File: src/common/sevg_consts.svh
`ifndef SEVG_CONSTS_SVH
`define SEVG_CONSTS_SVH

// ****************************************************************
// Register map
// ****************************************************************
`define SEVG_ADDR_USER_VEC     16'h019a
`define SEVG_ADDR_SYS_VEC      16'h019c
`define SEVG_ADDR_RST_VEC      16'h019e
`define SEVG_ADDR_SYS_EN       16'h0180
`define SEVG_ADDR_USER_EN      16'h0182
`define SEVG_ADDR_MBOX_CTL     16'h0184
`define SEVG_ADDR_MBOX_IN      16'h0186
`define SEVG_ADDR_MBOX_OUT     16'h0188

// ****************************************************************
// Cause counts, valid masks and reset values
// ****************************************************************
`define SEVG_RST_N             24
`define SEVG_NMI_N             16
`define SEVG_RST_VALID         24'heffcbe
`define SEVG_RST_BROWN_MASK    24'h0000be
`define SEVG_RST_POR_MASK      24'h000400
`define SEVG_RST_CLEAR_MASK    24'heff800
`define SEVG_SYS_VALID         16'hffdc
`define SEVG_USER_VALID        16'h000e
`define SEVG_EN_RESET          16'hffff
`define SEVG_ZERO16            16'h0000

// ****************************************************************
// Cause bit positions; the vector code is twice the position
// ****************************************************************
`define SEVG_RST_BROWNOUT      1
`define SEVG_RST_PIN           2
`define SEVG_RST_SW_BROWN      3
`define SEVG_RST_HIGH_SUPPLY   7
`define SEVG_RST_SW_POR        10
`define SEVG_RST_WDOG          11
`define SEVG_RST_WDOG_KEY      12
`define SEVG_RST_MEMCTL_KEY    13
`define SEVG_RST_UNCORR        14
`define SEVG_RST_PERIPH_FETCH  15
`define SEVG_RST_POWER_KEY     16
`define SEVG_RST_PROT_KEY      17
`define SEVG_RST_CLK_KEY       18
`define SEVG_RST_IP_SEG        19
`define SEVG_RST_SEG1          21
`define SEVG_RST_SEG3          23
`define SEVG_SYS_UNCORR        2
`define SEVG_SYS_ACC_TIME      3
`define SEVG_SYS_IP_SEG        4
`define SEVG_SYS_SEG1          6
`define SEVG_SYS_SEG2          7
`define SEVG_SYS_VACANT        9
`define SEVG_SYS_MBOX_IN       10
`define SEVG_SYS_MBOX_OUT      11
`define SEVG_SYS_CORR          12
`define SEVG_SYS_ACCEL_CMD     15
`define SEVG_USER_OSC          2
`define SEVG_USER_RAM_CONFLICT 3

`endif

File: src/common/sevg_pkg.sv
package sevg_pkg;
    typedef logic [15:0] sevg_word_t;
    typedef logic [15:0] sevg_addr_t;
    typedef enum logic [1:0] {
        SEVG_CLASS_NONE,
        SEVG_CLASS_BROWN,
        SEVG_CLASS_POR,
        SEVG_CLASS_CLEAR
    } sevg_class_t;
endpackage

File: src/sevg_event_vectors.sv
`timescale 1ns/1ns
`include "sevg_consts.svh"

// Behaviour
// - Reset codes 02h brownout, 04h pin, 06h software brownout.
// - Code 0Eh high supply event; 0Ch,10h,12h reserved.
// - Code 14h software power-on, power-on class.
// - Code 16h watchdog expiry, power-up-clear class.
// - Codes 18h watchdog key, 1Ah memctl key, power-up-clear.
// - Code 1Ch uncorrectable memory error, power-up-clear.
// - Power, protection, clock key violations cause power-up-clear.
// - Code 26h protected segment violation; 28h reserved.
// - Codes 2Ah,2Ch,2Eh segment one to three violations.
// - System vector 04h uncorrectable, 06h access time; 02h reserved.
// - System vector 08h, 0Ch, 0Eh segments; 0Ah reserved.
// - System vector 12h vacant, 14h/16h mailbox events.
// - System vector 18h correctable; 1Eh accelerator fault lowest.
// - User vector 02h unnamed, 04h oscillator, 06h RAM conflict; rest reserved.
// - Debug mailbox with input and output flags.
// - Code 00h idle; lower code wins.
// - Enable bits block non-maskable events; global enable cannot.
// - Peripheral area fetch raises a reset.

module sevg_event_vectors (
    input  wire logic                   core_clk_i,
    input  wire logic                   reset_n_i,
    input  wire sevg_pkg::sevg_addr_t   bus_addr_i,
    input  wire sevg_pkg::sevg_word_t   bus_wdata_i,
    input  wire logic                   bus_wr_i,
    input  wire logic                   bus_rd_i,
    output sevg_pkg::sevg_word_t        bus_rdata_o,
    input  wire logic [23:0]            rst_cause_set_i,
    input  wire logic [15:0]            sys_cause_set_i,
    input  wire logic [15:0]            user_cause_set_i,
    input  wire logic                   dbg_wr_i,
    input  wire sevg_pkg::sevg_word_t   dbg_wdata_i,
    input  wire logic                   dbg_take_i,
    output sevg_pkg::sevg_word_t        dbg_rdata_o,
    output logic                        dbg_in_full_o,
    output logic                        dbg_out_full_o,
    output logic                        sys_nmi_req_o,
    output logic                        user_nmi_req_o,
    output logic                        brownout_reset_o,
    output logic                        por_reset_o,
    output logic                        clear_reset_o
);
    // ****************************************************************
    // Declarations
    // ****************************************************************
    logic [23:0]          rst_flags_r;
    logic [23:0]          rst_flags_nxt;
    logic [15:0]          sys_flags_r;
    logic [15:0]          sys_flags_nxt;
    logic [15:0]          user_flags_r;
    logic [15:0]          user_flags_nxt;
    sevg_pkg::sevg_word_t sys_en_r;
    sevg_pkg::sevg_word_t user_en_r;
    sevg_pkg::sevg_word_t rst_code;
    sevg_pkg::sevg_word_t sys_code;
    sevg_pkg::sevg_word_t user_code;
    logic [23:0]          rst_sel;
    logic [15:0]          sys_sel;
    logic [15:0]          user_sel;
    logic [23:0]          rst_set;
    logic [15:0]          sys_set;
    logic [15:0]          user_set;
    logic                 rd_rst;
    logic                 rd_sys;
    logic                 rd_user;
    logic                 rd_mbox_in;
    logic                 wr_mbox_out;
    logic                 mbox_in_evt;
    logic                 mbox_out_evt;
    sevg_pkg::sevg_word_t mbox_in_data;
    sevg_pkg::sevg_word_t rdata_nxt;
    sevg_pkg::sevg_class_t cause_class;

    assign rd_rst      = bus_rd_i && bus_addr_i == `SEVG_ADDR_RST_VEC;
    assign rd_sys      = bus_rd_i && bus_addr_i == `SEVG_ADDR_SYS_VEC;
    assign rd_user     = bus_rd_i && bus_addr_i == `SEVG_ADDR_USER_VEC;
    assign rd_mbox_in  = bus_rd_i && bus_addr_i == `SEVG_ADDR_MBOX_IN;
    assign wr_mbox_out = bus_wr_i && bus_addr_i == `SEVG_ADDR_MBOX_OUT;

    // ****************************************************************
    // Cause capture
    // ****************************************************************
    // Reserved positions are masked so that no reserved code can ever be reported.
    assign rst_set  = rst_cause_set_i & `SEVG_RST_VALID;
    always_comb begin
        sys_set = sys_cause_set_i;
        sys_set[`SEVG_SYS_MBOX_IN]  = mbox_in_evt;
        sys_set[`SEVG_SYS_MBOX_OUT] = mbox_out_evt;
        sys_set = sys_set & `SEVG_SYS_VALID;
    end
    assign user_set = user_cause_set_i & `SEVG_USER_VALID;

    // A cause arriving in the cycle its flag is read keeps the flag set.
    assign rst_flags_nxt  = (rst_flags_r & ~(rd_rst ? rst_sel : '0)) | rst_set;
    assign sys_flags_nxt  = (sys_flags_r & ~(rd_sys ? sys_sel : '0)) | sys_set;
    assign user_flags_nxt = (user_flags_r & ~(rd_user ? user_sel : '0)) | user_set;

    always_ff @(posedge core_clk_i or negedge reset_n_i) begin
        if (!reset_n_i) begin
            rst_flags_r <= '0;
        end else begin
            rst_flags_r <= rst_flags_nxt;
        end
    end

    always_ff @(posedge core_clk_i or negedge reset_n_i) begin
        if (!reset_n_i) begin
            sys_flags_r  <= '0;
            user_flags_r <= '0;
        end else begin
            sys_flags_r  <= sys_flags_nxt;
            user_flags_r <= user_flags_nxt;
        end
    end

    // ****************************************************************
    // Enable registers
    // ****************************************************************
    always_ff @(posedge core_clk_i or negedge reset_n_i) begin
        if (!reset_n_i) begin
            sys_en_r  <= `SEVG_EN_RESET;
            user_en_r <= `SEVG_EN_RESET;
        end else if (bus_wr_i && bus_addr_i == `SEVG_ADDR_SYS_EN) begin
            sys_en_r  <= bus_wdata_i;
        end else if (bus_wr_i && bus_addr_i == `SEVG_ADDR_USER_EN) begin
            user_en_r <= bus_wdata_i;
        end
    end

    // ****************************************************************
    // Priority encoders
    // ****************************************************************
    sevg_prio_enc #(.N(`SEVG_RST_N)) u_rst_enc (
        .pending_i (rst_flags_r),
        .code_o    (rst_code),
        .sel_o     (rst_sel)
    );

    // Disabled causes stay latched but neither report nor request; there is no
    // global enable input, so nothing else can hold them back.
    sevg_prio_enc #(.N(`SEVG_NMI_N)) u_sys_enc (
        .pending_i (sys_flags_r & sys_en_r),
        .code_o    (sys_code),
        .sel_o     (sys_sel)
    );

    sevg_prio_enc #(.N(`SEVG_NMI_N)) u_user_enc (
        .pending_i (user_flags_r & user_en_r),
        .code_o    (user_code),
        .sel_o     (user_sel)
    );

    // ****************************************************************
    // Mailbox
    // ****************************************************************
    sevg_mailbox u_mailbox (
        .core_clk_i   (core_clk_i),
        .reset_n_i    (reset_n_i),
        .dbg_wr_i     (dbg_wr_i),
        .dbg_wdata_i  (dbg_wdata_i),
        .dbg_take_i   (dbg_take_i),
        .app_in_rd_i  (rd_mbox_in),
        .app_out_wr_i (wr_mbox_out),
        .app_wdata_i  (bus_wdata_i),
        .in_data_o    (mbox_in_data),
        .out_data_o   (dbg_rdata_o),
        .in_full_o    (dbg_in_full_o),
        .out_full_o   (dbg_out_full_o),
        .in_evt_o     (mbox_in_evt),
        .out_evt_o    (mbox_out_evt)
    );

    // ****************************************************************
    // Register read
    // ****************************************************************
    always_comb begin
        rdata_nxt = `SEVG_ZERO16;
        if (rd_rst) begin
            rdata_nxt = rst_code;
        end else if (rd_sys) begin
            rdata_nxt = sys_code;
        end else if (rd_user) begin
            rdata_nxt = user_code;
        end else if (bus_rd_i && bus_addr_i == `SEVG_ADDR_SYS_EN) begin
            rdata_nxt = sys_en_r;
        end else if (bus_rd_i && bus_addr_i == `SEVG_ADDR_USER_EN) begin
            rdata_nxt = user_en_r;
        end else if (bus_rd_i && bus_addr_i == `SEVG_ADDR_MBOX_CTL) begin
            rdata_nxt = {14'h0000, dbg_out_full_o, dbg_in_full_o};
        end else if (rd_mbox_in) begin
            rdata_nxt = mbox_in_data;
        end else if (bus_rd_i && bus_addr_i == `SEVG_ADDR_MBOX_OUT) begin
            rdata_nxt = dbg_rdata_o;
        end
    end

    always_ff @(posedge core_clk_i or negedge reset_n_i) begin
        if (!reset_n_i) begin
            bus_rdata_o <= `SEVG_ZERO16;
        end else begin
            bus_rdata_o <= rdata_nxt;
        end
    end

    // ****************************************************************
    // Reset class and request outputs
    // ****************************************************************
    // The strongest class wins when causes of several classes arrive together.
    always_comb begin
        cause_class = sevg_pkg::SEVG_CLASS_NONE;
        if (|(rst_set & `SEVG_RST_BROWN_MASK)) begin
            cause_class = sevg_pkg::SEVG_CLASS_BROWN;
        end else if (|(rst_set & `SEVG_RST_POR_MASK)) begin
            cause_class = sevg_pkg::SEVG_CLASS_POR;
        end else if (|(rst_set & `SEVG_RST_CLEAR_MASK)) begin
            cause_class = sevg_pkg::SEVG_CLASS_CLEAR;
        end
    end

    always_ff @(posedge core_clk_i or negedge reset_n_i) begin
        if (!reset_n_i) begin
            brownout_reset_o <= 1'b0;
            por_reset_o      <= 1'b0;
            clear_reset_o    <= 1'b0;
        end else begin
            brownout_reset_o <= cause_class == sevg_pkg::SEVG_CLASS_BROWN;
            por_reset_o      <= cause_class == sevg_pkg::SEVG_CLASS_POR;
            clear_reset_o    <= cause_class == sevg_pkg::SEVG_CLASS_CLEAR;
        end
    end

    always_ff @(posedge core_clk_i or negedge reset_n_i) begin
        if (!reset_n_i) begin
            sys_nmi_req_o  <= 1'b0;
            user_nmi_req_o <= 1'b0;
        end else begin
            sys_nmi_req_o  <= |(sys_flags_nxt & sys_en_r);
            user_nmi_req_o <= |(user_flags_nxt & user_en_r);
        end
    end

    // ****************************************************************
    // Checks
    // ****************************************************************
    prio_lowest_a: assert property (@(posedge core_clk_i) disable iff (!reset_n_i)
        rst_code != `SEVG_ZERO16 |->
            (rst_flags_r & ((24'h000001 << rst_code[5:1]) - 24'h000001)) == '0
            && rst_flags_r[rst_code[5:1]])
        else $error("reset vector does not report lowest pending cause");
    idle_zero_a: assert property (@(posedge core_clk_i) disable iff (!reset_n_i)
        rst_flags_r == '0 |-> rst_code == `SEVG_ZERO16)
        else $error("reset vector nonzero with nothing pending");
    read_clear_a: assert property (@(posedge core_clk_i) disable iff (!reset_n_i)
        rd_rst && rst_code != `SEVG_ZERO16 && !rst_cause_set_i[rst_code[5:1]]
        |=> bus_rdata_o == $past(rst_code) && !rst_flags_r[$past(rst_code[5:1])])
        else $error("reset vector read did not return and clear top cause");
    set_wins_a: assert property (@(posedge core_clk_i) disable iff (!reset_n_i)
        rd_sys && (sys_sel & sys_set) != '0 |=> (sys_flags_r & $past(sys_sel)) != '0)
        else $error("cause lost when set and read in the same cycle");
    reserved_never_a: assert property (@(posedge core_clk_i) disable iff (!reset_n_i)
        (rst_flags_r & ~`SEVG_RST_VALID) == '0 && (user_flags_r & ~`SEVG_USER_VALID) == '0)
        else $error("reserved cause position became pending");
    brownout_code_a: assert property (@(posedge core_clk_i) disable iff (!reset_n_i)
        rst_cause_set_i[`SEVG_RST_BROWNOUT] ##1 rst_code == 16'h0002 |-> brownout_reset_o)
        else $error("brownout cause without brownout class reset");
    wdog_clear_a: assert property (@(posedge core_clk_i) disable iff (!reset_n_i)
        rst_cause_set_i[`SEVG_RST_WDOG] && (rst_cause_set_i & 24'h0007fe) == '0
        |=> clear_reset_o && rst_flags_r[`SEVG_RST_WDOG])
        else $error("watchdog expiry did not raise power-up-clear");
    swpor_class_a: assert property (@(posedge core_clk_i) disable iff (!reset_n_i)
        rst_cause_set_i[`SEVG_RST_SW_POR] && (rst_cause_set_i & `SEVG_RST_BROWN_MASK) == '0
        |=> por_reset_o && !clear_reset_o)
        else $error("software power-on request not classed as power-on");
    fetch_reset_a: assert property (@(posedge core_clk_i) disable iff (!reset_n_i)
        rst_cause_set_i[`SEVG_RST_PERIPH_FETCH]
        |=> brownout_reset_o || por_reset_o || clear_reset_o)
        else $error("peripheral area fetch raised no reset");
    nmi_gate_a: assert property (@(posedge core_clk_i) disable iff (!reset_n_i)
        $past(sys_en_r) == `SEVG_ZERO16 && sys_en_r == `SEVG_ZERO16 |-> !sys_nmi_req_o)
        else $error("disabled system events still request");
    osc_code_a: assert property (@(posedge core_clk_i) disable iff (!reset_n_i)
        (user_flags_r & user_en_r) == 16'h0004 |-> user_code == 16'h0004)
        else $error("oscillator fault not reported as code 04h");
    mbox_evt_a: assert property (@(posedge core_clk_i) disable iff (!reset_n_i)
        dbg_wr_i && sys_en_r[`SEVG_SYS_MBOX_IN] |-> ##2 sys_flags_r[`SEVG_SYS_MBOX_IN])
        else $error("mailbox input event not latched");
    sys_reserved_a: assert property (@(posedge core_clk_i) disable iff (!reset_n_i)
        (sys_flags_r & ~`SEVG_SYS_VALID) == '0)
        else $error("reserved system cause position became pending");
    sys_req_a: assert property (@(posedge core_clk_i) disable iff (!reset_n_i)
        sys_nmi_req_o == |(sys_flags_r & $past(sys_en_r)))
        else $error("system request does not match enabled pending causes");
    rdata_idle_a: assert property (@(posedge core_clk_i) disable iff (!reset_n_i)
        !$past(bus_rd_i) |-> bus_rdata_o == `SEVG_ZERO16)
        else $error("read data present without a read");
    class_single_a: assert property (@(posedge core_clk_i) disable iff (!reset_n_i)
        $onehot0({brownout_reset_o, por_reset_o, clear_reset_o}))
        else $error("several reset classes raised at once");
endmodule

File: src/sevg_prio_enc.sv
`timescale 1ns/1ns
`include "sevg_consts.svh"

// ****************************************************************
// Lowest pending position wins; code is twice the position.
// ****************************************************************
module sevg_prio_enc #(
    parameter int N = 16
) (
    input  wire logic [N-1:0]      pending_i,
    output sevg_pkg::sevg_word_t   code_o,
    output logic [N-1:0]           sel_o
);
    always_comb begin
        code_o = `SEVG_ZERO16;
        sel_o  = '0;
        for (int i = N - 1; i >= 0; i--) begin
            if (pending_i[i]) begin
                code_o = 16'(2 * i);
                sel_o  = N'(1) << i;
            end
        end
    end
endmodule

File: src/sevg_mailbox.sv
`timescale 1ns/1ns
`include "sevg_consts.svh"

// ****************************************************************
// Debug mailbox between the test port and the application.
// ****************************************************************
module sevg_mailbox (
    input  wire logic                 core_clk_i,
    input  wire logic                 reset_n_i,
    input  wire logic                 dbg_wr_i,
    input  wire sevg_pkg::sevg_word_t dbg_wdata_i,
    input  wire logic                 dbg_take_i,
    input  wire logic                 app_in_rd_i,
    input  wire logic                 app_out_wr_i,
    input  wire sevg_pkg::sevg_word_t app_wdata_i,
    output sevg_pkg::sevg_word_t      in_data_o,
    output sevg_pkg::sevg_word_t      out_data_o,
    output logic                      in_full_o,
    output logic                      out_full_o,
    output logic                      in_evt_o,
    output logic                      out_evt_o
);
    always_ff @(posedge core_clk_i or negedge reset_n_i) begin
        if (!reset_n_i) begin
            in_data_o <= `SEVG_ZERO16;
        end else if (dbg_wr_i) begin
            in_data_o <= dbg_wdata_i;
        end
    end

    // A debugger write in the same cycle as the application read keeps the flag set.
    always_ff @(posedge core_clk_i or negedge reset_n_i) begin
        if (!reset_n_i) begin
            in_full_o <= 1'b0;
        end else if (dbg_wr_i) begin
            in_full_o <= 1'b1;
        end else if (app_in_rd_i) begin
            in_full_o <= 1'b0;
        end
    end

    always_ff @(posedge core_clk_i or negedge reset_n_i) begin
        if (!reset_n_i) begin
            out_data_o <= `SEVG_ZERO16;
            out_full_o <= 1'b0;
        end else if (app_out_wr_i) begin
            out_data_o <= app_wdata_i;
            out_full_o <= 1'b1;
        end else if (dbg_take_i) begin
            out_full_o <= 1'b0;
        end
    end

    always_ff @(posedge core_clk_i or negedge reset_n_i) begin
        if (!reset_n_i) begin
            in_evt_o  <= 1'b0;
            out_evt_o <= 1'b0;
        end else begin
            in_evt_o  <= dbg_wr_i;
            out_evt_o <= dbg_take_i && out_full_o;
        end
    end

    mbox_fill_a: assert property (@(posedge core_clk_i) disable iff (!reset_n_i)
        dbg_wr_i |=> in_full_o && in_evt_o && in_data_o == $past(dbg_wdata_i))
        else $error("mailbox input not filled after debugger write");
    mbox_take_a: assert property (@(posedge core_clk_i) disable iff (!reset_n_i)
        dbg_take_i && !app_out_wr_i |=> !out_full_o)
        else $error("mailbox output still full after debugger take");
endmodule

File: config.mk
export PLATFORM = sky130hd
export DESIGN_NAME = sevg_event_vectors
export DESIGN_NICKNAME = d
export VERILOG_FILES = /design/src/common/sevg_pkg.sv /design/src/sevg_event_vectors.sv /design/src/sevg_prio_enc.sv /design/src/sevg_mailbox.sv
export VERILOG_INCLUDE_DIRS = /design/src /design/src/common
export SDC_FILE = /design/constraint.sdc
export NUM_CORES = 1
export LEC_CHECK = 0
export BUFFER_PORTS_ARGS = -buffer_cell sky130_fd_sc_hd__clkbuf_2
export CAP_MARGIN = 20
export CORE_MARGIN = 3
export CORE_UTILIZATION = 55
export DETAILED_ROUTE_END_ITERATION = 16
export PLACE_DENSITY = 0.78
export SLEW_MARGIN = 20
export SYNTH_ARGS = -nofsm -noshare
export SYNTH_HDL_FRONTEND = slang
export SYNTH_SLANG_ARGS = --single-unit
File: constraint.sdc
create_clock -name core_clk_i -period 2.18 [get_ports core_clk_i]
set_input_delay 0.218 -clock core_clk_i [delete_from_list [all_inputs] [get_ports core_clk_i]]
set_output_delay 0.218 -clock core_clk_i [all_outputs]
set_load 0.05 [all_outputs]
==> results.txt <==
----------------------------------------------------
[Final layout]
  Synthesis-to-finish area growth ... 32.1%
  Post-layout net count ... 961
  Antenna cells ... 0
  Share of final-layout standard cells stronger than drive strength 1 ... 40.6%
  Layout Cells excl Fill ... 1032
  Core Util, Final ... 75.5%

[Timing]
  Share of the cycle needed by the critical path after routing ... 96.6%
  Transition time at the pin with the least slew margin ... 0.654 ns
  Min Tclk post-route ... 2.11 ns
  Unrepaired setup endpoints after global routing ... no
  Max frequency ... 0.475 GHz
  Worst setup slack after layout ... 0.0738 ns
  Tightest slew margin relative to the limit ... 56.4%
  Post-Route Skew ... 0.00823 ns
  Number of slew-limit violations in the final report ... 0
  Setup TNS ... 0 ns
  Setup violation total in the final timing report ... 0
  Count of endpoints failing hold in the final timing report ... 0

[Floorplanning]
  Die X ... 118 um
  Die Ht ... 118 um
  Placement row count ... 40
  Initial cell density of the core ... 57.2%
  Area of the core region ... 12200 um2
  Floorplan die area ... 14000 um2
  I/O pins ... 149

[Synth]
  Synthesized Nets ... 741
  Cell accounting for the most synthesized area ... dfrtp_1
  Instance count of the mapped netlist ... 631
  Post-synthesis sequential element count ... 145
  Fraction of the yosys area taken by sequential cells ... 52.8%
  Mean instance size in the synthesized netlist ... 11.0 um2
  Unique cell type count in the Yosys netlist ... 62
  Yosys warnings ... 0
  Most frequently used cell type in the post-synthesis netlist ... dfrtp_1
  Flip-flop cell with the highest count after synthesis ... dfrtp_1
  Proportion of synthesized flip-flops having asynchronous set or reset ... 100%
  Most instantiated cells after synthesis ... 113 x dfrtp_1, 73 x nand2_1, 64 x mux2_2, 35 x a22oi_1, 32 x dfstp_2
  Fraction of post-synthesis cell area in the top cell type by area ... 40.7%
  Number of flops mapped to enable cells by yosys ... 0
  Leading post-synthesis cells by cell area ... dfrtp_1 41%, dfstp_2 12%, mux2_2 10%, nand2_1 3.9%, a22oi_1 3.8%
  Post-synthesis cell area ... 6950 um2

[Power and ir drop]
  Internal portion of total power ... 4800 uW
  Design Power ... 6180 uW
  PwrDens ... 673 nW/um2
  Switching power as a share of total power ... 22.4%
  Relative contribution of combinational cells to total power ... 4.6%
  Max IR drop VDD ... 0.591 mV
  Cell leakage power ... 0.00429 uW
  Relative contribution of sequential cells to total power ... 44.5%
  Switching power total ... 1380 uW
  Proportion of power drawn by the clock network ... 50.9%

[Setup path]
  Cells along the critical path ... clkbuf_2 -> nor4bb_1 -> buf_4 -> nand4_2 -> buf_4 -> nor4_4 -> and4_1 -> o2111ai_1 -> or4_1
  Max incr delay on CP ... 0.53 ns
  Highest fanout seen on the critical path ... 6
  Crit start category ... input port
  Data required time of the critical path ... 2.47 ns
  Reg2reg path depth ... 6
  Worst Setup Path Type ... in2reg
  Cell with the biggest individual delay on the critical path ... or4_1
  Crit path launch ... bus_addr_i[5]
  FF-to-FF End ... user_nmi_req_o$_DFF_PN0_
  CP most frequent cell ... buf_4
  FF-to-FF setup slack ... 0.09 ns
  Kind of end point of the critical path ... flip-flop
  Reg-to-reg startpoint ... user_en_r[0]$_DFFE_PN1P_
  Count of buffering cells on the critical path with inverters included ... 3
  Crit path max-delay family ... simple AND/OR/NAND/NOR gates
  Arrival time at the worst endpoint ... 2.40 ns

[Placed design]
  Global placement routability congestion ... 0.948
  Setup Slack @ Placement ... -0.327 ns
  DP HPWL ... 15700 um
  Instance count after placement with tap cells included ... 987
  IO Port Bufs ... 125

[Clock network]
  Number of clock buffers inserted by TritonCTS ... 17
  Clk buf depth ... 2
  Number of H-tree branching levels ... 4
  Worst-Skew Late Latency ... 0.43 ns
  Post CTS Setup Buffer Count ... 0
  CTS tree ... done
  Clock Tree Root ... clkbuf_16
  Clock transition time at the flip-flop clock pins of the worst setup and hold paths ... 0.06 ns
  Clock sink count ... 145

[GRT]
  Congestion Overflow GR ... 0
  Overall global routing resource usage ... 30.7%
  Global-route wire length before repair ... 33800 um
  Number of global-route vias before repair ... 6445
  Initial antenna violation count ... 0
  Maximum number of pins on one net before global-route repair ... 51

[Worst hold path]
  Endpoint of the worst hold path ... sys_flags_r[12]$_DFF_PN0_
  Number of instances on the worst hold path ... 2
  Startpoint of the worst hold path ... sys_cause_set_i[12]
  Worst min path class ... in2reg

[Detailed routing]
  Total wire length after detailed routing ... 21200 um
  Detailed Routing Iterations Pass 1 ... 5
  Average via count per standard cell ... 6.02
  Residual DRC ... 0
  Drt wl/cell ... 20.5 um
  Via count of the routed design ... 6215
  Detailed router's first-iteration violation count ... 528
  Antenna viol nets, final ... 0

[Flow run]
  Number of maximum-capacitance violations ... 0

[Run status]
  Run status ... complete, no violations

----------------------------------------------------
[state kept, by name, indices dropped and copies added (netlist names), 16 cells and up]
| name | flops |
|---|---|
| user_en_r | 16 |
| u_mailbox.out_data_o | 16 |
| user_flags_r | 16 |
| sys_flags_r | 16 |
| sys_en_r | 16 |
| bus_rdata_o | 16 |
| rst_flags_r | 24 |
| u_mailbox.in_data_o | 16 |
[worst register-to-register path, stage by stage, from the launching register on]
cell and delay, ns:
dfstp_2 0.39, nand2_1 0.13, nand2_1 0.14, nor4_4 0.37, and4_1 0.28, o2111ai_1 0.13, or4_1 0.53
[layout make-up]
class / count / area [um2]
timing repair buffer: 214 / 1380
clock inverter: 14 / 204
inverter: 21 / 78.8
clock buffer: 18 / 429
sequential: 145 / 3670
multi-input combinational: 452 / 3210
fill: 850 / 2980
tap: 168 / 210
[metal layers]
metal	GRT usage [%]	vias to the layer above	share of wire, %	wire length [um]
li1	-	2825	-	-
met1	40.3	3062	41	8750
met2	50.2	277	49	10400
met3	7.03	51	6.5	1370
met4	10.9	0	3.0	645
met5	0	-	0	0
[power groups by stage]
| stage | clock network (uW) | registers, uW | logic [uW] |
|---|---|---|---|
| final | 3140 | 2750 | 285 |
| after global routing | 3310 | 2750 | 311 |
| after CTS | 3180 | 2740 | 284 |
| after detailed placement | 0 | 2790 | 266 |
| after global placement | 0 | 2790 | 256 |
| after floorplan | 0 | 2790 | 65.5 |
[cells by family (layout without fill, tap and decap cells)]
logic type / Yosys count / count (layout) / share of synthesized area [%]
buffers and inverters: 34 / 267 / 1.87
AOI/OAI and AO/OA: 172 / 172 / 17.7
muxes: 64 / 64 / 10.4
DFF: 145 / 145 / 52.8
and+or+nand+nor: 214 / 214 / 17.0
adders and majority gates: 2 / 2 / 0.288
[repair_timing]
action / CTS / global route
hold buffers: 12 / 1
pin swaps: 1 / 2
endpoints found under the setup margin: 1 / 3
resized for setup: 2 / 8
endpoints found under the hold margin: 51 / 1
cloned: 0 / 0
[through the flow]
step	cell area [um2]	hold slack [ns]
global placement	8390	0.177
floorplan	6970	-0.0776
CTS	9150	0.000509
finish	9180	0.00892
global route	9180	0.000164
detailed placement	8390	0.192
[worst max path at each step]
stage / end / slack [ns] / depth (start not counted)
floorplan: sys_nmi_req_o$_DFF_PN0_ / -0.11 / 7
global placement: sys_nmi_req_o$_DFF_PN0_ / -0.24 / 8
detailed placement: sys_nmi_req_o$_DFF_PN0_ / -0.33 / 8
CTS: user_nmi_req_o$_DFF_PN0_ / 0.04 / 5
global route: sys_nmi_req_o$_DFF_PN0_ / 0.008 / 7
finish: user_nmi_req_o$_DFF_PN0_ / 0.07 / 9
[cells in the final DEF, fill, tap and decap left out, types with 7 or more instances in the layout]
master / Yosys / final
a31oi_1: 12 / 12
dlygate4sd3_1: 0 / 13
and3_1: 8 / 8
nor3_1: 9 / 7
dfrtp_1: 113 / 113
dfstp_2: 32 / 32
nand2b_1: 11 / 11
buf_4: 0 / 72
a21o_1: 24 / 24
clkbuf_16: 0 / 17
clkbuf_2: 0 / 124
mux2_2: 64 / 64
a21oi_1: 20 / 18
nand2_1: 73 / 73
a21boi_0: 11 / 11
inv_1: 21 / 21
and2_1: 13 / 13
nand4_1: 9 / 9
nor2_1: 28 / 25
o21ai_0: 21 / 19
a22oi_1: 35 / 34
nand3_1: 25 / 25
No activity file was read; power rests on OpenSTA's default activity.
